===== src/pkg/ldf_pkg.sv =====
/*
 Constants and state encodings shared by the dimming and fault controller.
 Assumes a 100 MHz core clock and two dimming channels.
*/
`default_nettype none
package ldf_pkg;
   localparam int unsigned CLK_MHZ          = 100;
   localparam int unsigned NUM_CH           = 2;
   // Times in their own units
   localparam int unsigned MIN_PULSE_US     = 1;
   localparam int unsigned SLEEP_IDLE_MS    = 4;
   localparam int unsigned RETEST_HOLD_MS   = 128;
   localparam int unsigned SOFT_START_US    = 200;
   // Derived cycle counts
   localparam int unsigned MIN_PULSE_CYC    = MIN_PULSE_US * CLK_MHZ;
   localparam int unsigned SLEEP_IDLE_CYC   = SLEEP_IDLE_MS * 1000 * CLK_MHZ;
   localparam int unsigned RETEST_HOLD_CYC  = RETEST_HOLD_MS * 1000 * CLK_MHZ;
   localparam int unsigned SOFT_START_CYC   = SOFT_START_US * CLK_MHZ;
   localparam int unsigned CNT_W            = 24;
   localparam int unsigned RAMP_W           = 8;
   localparam logic [7:0]  RAMP_FULL        = 8'hFF;
   localparam logic [7:0]  RAMP_ZERO        = 8'h00;

   typedef enum logic [1:0]
   {
      LDF_CH_RUN   = 2'b00,
      LDF_CH_HOLD  = 2'b01,
      LDF_CH_FAULT = 2'b10
   } ldf_ch_state_e;
endpackage : ldf_pkg
`default_nettype wire


===== src/logic/ldf_soft_start.sv =====
/*
 Soft-start ramp: level rises from zero to full over a fixed time.
 Assumes restart pulses from the controller; one clock domain.
*/
`default_nettype none
module ldf_soft_start
   import ldf_pkg::*;
#(
   parameter int unsigned RAMP_CYC = SOFT_START_CYC
)
(
   // Clock and reset
   input  wire logic              i_clock,
   input  wire logic              i_rst_n,
   input  wire logic              i_enable,
   // Control
   input  wire logic              i_restart,
   input  wire logic              i_run,
   // Level
   output logic [RAMP_W-1:0]      o_level
);
   localparam int unsigned STEP_CYC = (RAMP_CYC / 255 > 0) ? RAMP_CYC / 255 : 1;
   logic [15:0] step_cnt_ff;

   always_ff @(posedge i_clock)
   begin
      if (!i_rst_n)
      begin
         step_cnt_ff <= 16'h0000;
         o_level     <= RAMP_ZERO;
      end
      else if (i_enable)
      begin
         if (i_restart || !i_run)
         begin
            step_cnt_ff <= 16'h0000;
            o_level     <= RAMP_ZERO;
         end
         else if (o_level != RAMP_FULL)
         begin
            if (step_cnt_ff == 16'(STEP_CYC - 1))
            begin
               step_cnt_ff <= 16'h0000;
               o_level     <= o_level + 8'h01;
            end
            else
               step_cnt_ff <= step_cnt_ff + 16'h0001;
         end
      end
   end
endmodule // ldf_soft_start
`default_nettype wire


===== src/logic/ldf_channel.sv =====
/*
 One dimming channel: sink gating, open/short hold and retest.
 Assumes the dimming input and analog fault flags are synchronous.
*/
`default_nettype none
module ldf_channel
   import ldf_pkg::*;
#(
   parameter int unsigned HOLD_CYC = RETEST_HOLD_CYC
)
(
   // Clock and reset
   input  wire logic              i_clock,
   input  wire logic              i_rst_n,
   input  wire logic              i_enable,
   // Inputs
   input  wire logic              i_dimming_input,
   input  wire logic              i_allow,
   input  wire logic              i_led_open,
   input  wire logic              i_led_short,
   input  wire logic              i_low_headroom,
   // Outputs
   output logic                   o_sink_on,
   output logic                   o_fault_low,
   output logic                   o_headroom_bad,
   output logic                   o_in_fault
);
   ldf_ch_state_e  state_ff;
   logic [CNT_W-1:0] hold_cnt_ff;
   logic           abnormal;

   assign abnormal = i_led_open | i_led_short;

   // Per-channel state only, so a fault here leaves the others alone
   always_ff @(posedge i_clock)
   begin
      if (!i_rst_n)
      begin
         state_ff    <= LDF_CH_RUN;
         hold_cnt_ff <= '0;
      end
      else if (i_enable)
      begin
         case (state_ff)
            LDF_CH_RUN:
            begin
               hold_cnt_ff <= '0;
               if (o_sink_on && abnormal)
                  state_ff <= LDF_CH_HOLD;
            end
            LDF_CH_HOLD:
            begin
               if (hold_cnt_ff == CNT_W'(HOLD_CYC - 1))
               begin
                  hold_cnt_ff <= '0;
                  // Retest at end of hold window
                  state_ff    <= abnormal ? LDF_CH_FAULT : LDF_CH_RUN;
               end
               else
                  hold_cnt_ff <= hold_cnt_ff + CNT_W'(1);
            end
            LDF_CH_FAULT:
            begin
               // Fault persists until the condition clears
               if (!abnormal)
                  state_ff <= LDF_CH_RUN;
            end
            default:
               state_ff <= LDF_CH_RUN;
         endcase
      end
   end

   // Sink follows the dimming level with no filtering, so 1 us pulses pass
   always_ff @(posedge i_clock)
   begin
      if (!i_rst_n)
      begin
         o_sink_on      <= 1'b0;
         o_fault_low    <= 1'b0;
         o_headroom_bad <= 1'b0;
         o_in_fault     <= 1'b0;
      end
      else if (i_enable)
      begin
         o_sink_on      <= i_dimming_input && i_allow && (state_ff == LDF_CH_RUN);
         o_fault_low    <= (state_ff == LDF_CH_HOLD);
         o_headroom_bad <= i_dimming_input && i_low_headroom;
         o_in_fault     <= (state_ff != LDF_CH_RUN);
      end
   end
endmodule // ldf_channel
`default_nettype wire


===== src/logic/ldf_controller.sv =====
/*
 Dimming, low-power and protection controller for a linear LED sink driver.
 Assumes comparator flags (supply, temperature, open/short, headroom)
 arrive synchronous to i_clock; the fault pin wire is resolved outside.
*/
`default_nettype none
module ldf_controller
   import ldf_pkg::*;
#(
   parameter int unsigned SLEEP_CYC = SLEEP_IDLE_CYC,
   parameter int unsigned HOLD_CYC  = RETEST_HOLD_CYC,
   parameter int unsigned RAMP_CYC  = SOFT_START_CYC
)
(
   // Clock, reset, enable
   input  wire logic              i_clock,
   input  wire logic              i_rst_n,
   input  wire logic              i_enable,
   // Host dimming inputs
   input  wire logic [NUM_CH-1:0] i_dimming_input,
   // Analog comparator flags
   input  wire logic              i_supply_above_6v,
   input  wire logic              i_supply_above_5v7,
   input  wire logic              i_temp_at_160c,
   input  wire logic              i_temp_below_130c,
   input  wire logic [NUM_CH-1:0] i_led_open,
   input  wire logic [NUM_CH-1:0] i_led_short,
   input  wire logic [NUM_CH-1:0] i_low_headroom,
   // Shared fault line level
   input  wire logic              i_fault_report_n,
   // Channel sinks
   output logic [NUM_CH-1:0]      o_channel_sink_on,
   output logic [RAMP_W-1:0]      o_sink_level,
   // Headroom current enable
   output logic                   o_headroom_good_output,
   // Open-drain fault pin
   output logic                   o_fault_report_n_out,
   output logic                   o_fault_report_n_oe,
   // Status
   output logic                   o_low_power,
   output logic                   o_undervoltage_lockout,
   output logic                   o_thermal_shutdown,
   output logic [NUM_CH-1:0]      o_channel_fault,
   output logic                   o_fault_line_low
);
   logic [CNT_W-1:0]  idle_cnt_ff;
   logic              undervoltage_lockout_ff;
   logic              otp_ff;
   logic              restart_ff;
   logic              any_dim;
   logic              driver_allow;
   logic [NUM_CH-1:0] ch_sink;
   logic [NUM_CH-1:0] ch_hold;
   logic [NUM_CH-1:0] ch_bad;
   logic [NUM_CH-1:0] ch_fault;
   logic [RAMP_W-1:0] ramp_level;
   logic              any_fault;

   assign any_dim      = |i_dimming_input;
   assign driver_allow = !undervoltage_lockout_ff && !otp_ff && !o_low_power;

   // Inactivity timer and low-power entry/exit
   always_ff @(posedge i_clock)
   begin
      if (!i_rst_n)
      begin
         idle_cnt_ff <= '0;
         o_low_power <= 1'b0;
      end
      else if (i_enable)
      begin
         if (any_dim)
         begin
            idle_cnt_ff <= '0;
            o_low_power <= 1'b0;
         end
         else if (idle_cnt_ff == CNT_W'(SLEEP_CYC - 1))
            o_low_power <= 1'b1;
         else
            idle_cnt_ff <= idle_cnt_ff + CNT_W'(1);
      end
   end

   // Supply lockout with hysteresis between the two thresholds
   always_ff @(posedge i_clock)
   begin
      if (!i_rst_n)
         undervoltage_lockout_ff <= 1'b1;
      else if (i_enable)
      begin
         if (!i_supply_above_5v7)
            undervoltage_lockout_ff <= 1'b1;
         else if (i_supply_above_6v)
            undervoltage_lockout_ff <= 1'b0;
      end
   end

   // Thermal shutdown with 160/130 C hysteresis
   always_ff @(posedge i_clock)
   begin
      if (!i_rst_n)
         otp_ff <= 1'b0;
      else if (i_enable)
      begin
         if (i_temp_at_160c)
            otp_ff <= 1'b1;
         else if (i_temp_below_130c)
            otp_ff <= 1'b0;
      end
   end

   // Ramp restarts whenever the driver is released or lit from dark
   always_ff @(posedge i_clock)
   begin
      if (!i_rst_n)
         restart_ff <= 1'b0;
      else if (i_enable)
         restart_ff <= !driver_allow || !any_dim;
   end

   ldf_soft_start #(
      .RAMP_CYC (RAMP_CYC)
   ) u_ramp (
      .i_clock   (i_clock),
      .i_rst_n   (i_rst_n),
      .i_enable  (i_enable),
      .i_restart (restart_ff),
      .i_run     (driver_allow),
      .o_level   (ramp_level)
   );

   genvar g;
   generate
      for (g = 0; g < NUM_CH; g = g + 1)
      begin : g_ch
         ldf_channel #(
            .HOLD_CYC (HOLD_CYC)
         ) u_ch (
            .i_clock         (i_clock),
            .i_rst_n         (i_rst_n),
            .i_enable        (i_enable),
            .i_dimming_input (i_dimming_input[g]),
            .i_allow         (driver_allow),
            .i_led_open      (i_led_open[g]),
            .i_led_short     (i_led_short[g]),
            .i_low_headroom  (i_low_headroom[g]),
            .o_sink_on       (ch_sink[g]),
            .o_fault_low     (ch_hold[g]),
            .o_headroom_bad  (ch_bad[g]),
            .o_in_fault      (ch_fault[g])
         );
      end
   endgenerate

   // Fault is any of thermal, open/short hold, lockout
   assign any_fault = otp_ff | undervoltage_lockout_ff | (|ch_hold);

   // Outputs registered; thermal and lockout also gate sinks here
   always_ff @(posedge i_clock)
   begin
      if (!i_rst_n)
      begin
         o_channel_sink_on      <= '0;
         o_sink_level           <= RAMP_ZERO;
         o_headroom_good_output <= 1'b0;
         o_fault_report_n_out   <= 1'b0;
         o_fault_report_n_oe    <= 1'b0;
         o_undervoltage_lockout <= 1'b1;
         o_thermal_shutdown     <= 1'b0;
         o_channel_fault        <= '0;
         o_fault_line_low       <= 1'b0;
      end
      else if (i_enable)
      begin
         o_channel_sink_on      <= ch_sink & {NUM_CH{driver_allow}};
         o_sink_level           <= ramp_level;
         // Only enabled channels count; none lit means no claim
         o_headroom_good_output <= driver_allow && any_dim && !(|ch_bad);
         // Drain only ever pulls low; pull-up lives on the board
         o_fault_report_n_out   <= 1'b0;
         o_fault_report_n_oe    <= any_fault;
         o_undervoltage_lockout <= undervoltage_lockout_ff;
         o_thermal_shutdown     <= otp_ff;
         o_channel_fault        <= ch_fault;
         // Shared line may be pulled by another device on the bus
         o_fault_line_low       <= !i_fault_report_n;
      end
   end
endmodule // ldf_controller
`default_nettype wire


===== config.mk =====
export PLATFORM = sky130hd
export DESIGN_NAME = ldf_controller
export DESIGN_NICKNAME = d
export VERILOG_FILES = /design/src/pkg/ldf_pkg.sv /design/src/logic/ldf_soft_start.sv /design/src/logic/ldf_channel.sv /design/src/logic/ldf_controller.sv
export SDC_FILE = /design/constraint.sdc
export NUM_CORES = 1
export LEC_CHECK = 0
export BUFFER_PORTS_ARGS = -buffer_cell sky130_fd_sc_hd__buf_2
export CAP_MARGIN = 0
export CORE_ASPECT_RATIO = 0.9
export CORE_MARGIN = 2
export CORE_UTILIZATION = 48
export CTS_CLUSTER_DIAMETER = 30
export DETAILED_ROUTE_END_ITERATION = 10
export PLACE_DENSITY = 0.67
export SYNTH_ARGS = -nofsm -noshare
export SYNTH_HDL_FRONTEND = slang
export SYNTH_HIERARCHICAL = 1
export SYNTH_SLANG_ARGS = --single-unit

===== constraint.sdc =====
create_clock -name i_clock -period 2.9 [get_ports i_clock]
set_clock_uncertainty 0.1 [all_clocks]
set_input_delay 0.145 -clock i_clock [delete_from_list [all_inputs] [get_ports i_clock]]
set_output_delay 0.145 -clock i_clock [all_outputs]
set_load 0.02 [all_outputs]

==> results.json <==
{
  "synth_top_area_cell": "dfxtp_1",
  "synth_common_cells": "dfxtp_1 (129), nand2_1 (85), nor2_1 (69), nand3_1 (59), o21ai_0 (38)",
  "holdPathEnd": "g_ch[0].u_ch/state_ff[0]",
  "finalNonFillerCells": 1067,
  "syn_area_sq_um": 6800,
  "antennaDiodeCount": 0,
  "ys_ff_latch": 129,
  "final-setup-viol-count": 0,
  "worst_ep_required_time_ps": 3080,
  "root_buffer": "clkbuf_16",
  "switching_share": 0.215,
  "fin_crit_ps": 2400,
  "cts_buffers": 17,
  "tightestPinTransition_ps": 770,
  "pin_count": 35,
  "cts_tree": "built",
  "yosysSeqAreaShare": 0.380,
  "share_comb_of_total_power": 0.044,
  "antenna_found_initial": 0,
  "max_stage_delay_ps": 670,
  "p_switching_w": 0.000876,
  "routed_via_density": 5.93,
  "synth_cell_type_count": 82,
  "post-route-period-util": 0.828,
  "p_int_w": 0.00319,
  "rows": 41,
  "powerDensity_nw_per_um2": 523,
  "wl_per_cell_um": 15.4,
  "ant_nets": 0,
  "cp_num_cells": 6,
  "vias": 6324,
  "areaGrowthSynthToFinish_pct": 14.4,
  "max_freq_ghz": 0.416,
  "first_pass_iters": 5,
  "gr-total-overflow": 0,
  "power_frac_seq": 0.441,
  "ir_drop_mv": 0.404,
  "grt_first_pass_wirelength_um": 27700,
  "critPathMaxFanout": 18,
  "synthCells": 825,
  "rsz0062_at_grt": "no",
  "syn_avg_cell_area_sq_um": 8.24,
  "synth_top_area_share": 0.380,
  "syn-num-nets": 847,
  "fp.dieW_um": 129,
  "slew_headroom": 0.487,
  "end_kind": "flop",
  "synth.most_common_cell": "dfxtp_1",
  "p_leak_nw": 2.71,
  "cts.repair.resized": 0,
  "first_iter_violations": 784,
  "gp_congestion": 0.874,
  "grt_pass1_vias": 5884,
  "start_util": 0.487,
  "synthArstFlopShare": 0,
  "grt_usage": 0.228,
  "dieArea_sq_um": 15100,
  "wl_um": 16400,
  "grt_max_degree": 33,
  "p_clk_frac": 0.514,
  "worstPathArrival_ps": 2580,
  "synth_edf_count": 0,
  "dp.cells": 1026,
  "path_cells": "ha_1 -> nor4b_1 -> and4_1 -> o21ai_0 -> nand3_1 -> o31ai_1",
  "hold_depth": 3,
  "cts.clk_slew.worst_paths_ps": 60,
  "dp_hpwl_um": 11300,
  "setup_tns_ps": 0,
  "synthTopCellsByArea": "dfxtp_1 (38%), nand2_1 (4.7%), nand3_1 (4.3%), nor2_1 (3.8%), nand4_1 (3.2%)",
  "hp-class": "input port to flop",
  "timing.rr.end": "u_ramp/o_level[0]",
  "regToRegSetupSlack_ps": 500,
  "coreArea_sq_um": 14000,
  "htree_levels": 4,
  "maxCapViolCount": 0,
  "insertion_delay_ps": 420,
  "cts.sinks": 129,
  "slew_violations": 0,
  "port_buffers": 33,
  "r2r_start": "u_ramp/step_cnt_ff[0]",
  "outcome": "finished, final reports clean",
  "hold_start": "i_led_open[0]",
  "synth_warnings": 6,
  "crit_family": "simple AND/OR/NAND/NOR gates",
  "hold_viol": 0,
  "crit_slowest_cell": "and4_1",
  "die_height_um": 117,
  "drc_errors": 0,
  "drive_gt1_frac": 0.116,
  "ys.flop_type": "dfxtp_1",
  "cts_buffer_depth": 2,
  "crit_buf_inv": 0,
  "r2r_cells": 6,
  "nNetsFinal": 885,
  "critPathLaunchType": "flop",
  "path_class": "flop to flop"
}
## flip-flops by register name (all words and copies together) (netlist names), 2 cells and up
name,flops
g_ch.u_ch/hold_cnt_ff,48
o_channel_fault,2
o_channel_sink_on,2
idle_cnt_ff,24
u_ramp/o_level,8
u_ramp/step_cnt_ff,16
g_ch.u_ch/o_in_fault,2
o_sink_level,8
g_ch.u_ch/o_sink_on,2
g_ch.u_ch/o_fault_low,2
g_ch.u_ch/o_headroom_bad,2
g_ch.u_ch/state_ff,4
## metal layers
| layer | wire length (um) | track usage |
|---|---|---|
| met1 | 7830 | 0.301 |
| met2 | 7600 | 0.367 |
| met3 | 775 | 0.0486 |
| met4 | 244 | 0.0889 |
| met5 | 0 | 0 |
## power by group through the flow
stage | combinational, W | sequential (W) | clock, W
after floorplan | 0.000104 | 0.00183 | 0
after global placement | 0.000165 | 0.00183 | 0
after detailed placement | 0.000167 | 0.00183 | 0
after CTS | 0.000180 | 0.00179 | 0.00213
after global routing | 0.000198 | 0.00179 | 0.00222
final | 0.000181 | 0.00179 | 0.00209
## how the worst max path moves through the flow
| stage | start | end | slack, ps |
|---|---|---|---|
| 2_1_floorplan | o_low_power | u_ramp/step_cnt_ff[9] | 790 |
| 3_3_place_gp | u_ramp/step_cnt_ff[0] | u_ramp/o_level[0] | 670 |
| 3_5_place_dp | otp_ff | u_ramp/step_cnt_ff[9] | 590 |
| 4_1_cts | u_ramp/step_cnt_ff[0] | u_ramp/o_level[2] | 540 |
| 5_1_grt | u_ramp/step_cnt_ff[0] | u_ramp/o_level[2] | 310 |
| 6_report | u_ramp/step_cnt_ff[0] | u_ramp/o_level[0] | 500 |
## cells by family after synthesis
logic type,after synthesis,share of synthesized area
other cells,1,0.000551
fa+ha+maj,6,0.0110
flops,129,0.380
mux,18,0.0269
xor+xnor,22,0.0283
compound gates,173,0.171
buf+inv,59,0.0414
simple gates,417,0.341
## metrics by stage
step	total power [W]	utilization	setup slack, ps	instance area, sq um	hold WS (ps)
floorplan	0.00194	-	785	6800	161
global placement	0.00200	0.509	670	7100	281
detailed placement	0.00200	0.509	590	7100	289
CTS	0.00410	0.557	545	7780	61.1
global route	0.00421	0.557	310	7780	81.2
finish	0.00407	0.557	498	7780	72.3
## area by class of cell
| class | instances | area [sq um] |
|---|---|---|
| tap | 193 | 241 |
| sequential | 129 | 2580 |
| clock buffer | 25 | 495 |
| inverter | 23 | 86.3 |
| timing repair buffer | 55 | 358 |
| fill | 1306 | 6170 |
| multi-input combinational | 637 | 3940 |
| clock inverter | 5 | 77.6 |
## cells in the final DEF, fill, tap and decap left out, types with 10 or more instances in the layout
cell type,count
and4_1,15
dfxtp_1,129
a21oi_1,37
and3_1,18
dlygate4sd3_1,11
mux2i_1,16
nor2b_1,17
and2_1,15
o21ai_0,38
xnor2_1,11
clkbuf_16,17
buf_2,33
nand4_1,35
buf_4,11
nor4_1,10
nand2_1,85
a31oi_1,20
nand3_1,59
inv_1,20
nand2b_1,14
nor2_1,69
xor2_1,11
nor3_1,22
## worst reg2reg max path, cell delays in order, from the launching register on
cell and delay, ps:
dfxtp_1 450, ha_1 200, nor4b_1 290, and4_1 670, o21ai_0 320, nand3_1 150
o31ai_1 80
## repair_timing
item / in CTS / in global routing
buffers inserted: 0 / 0
endpoints found under the hold margin: 7 / 0
hold buffers: 11 / 0
(Power assumes the default switching activity.)
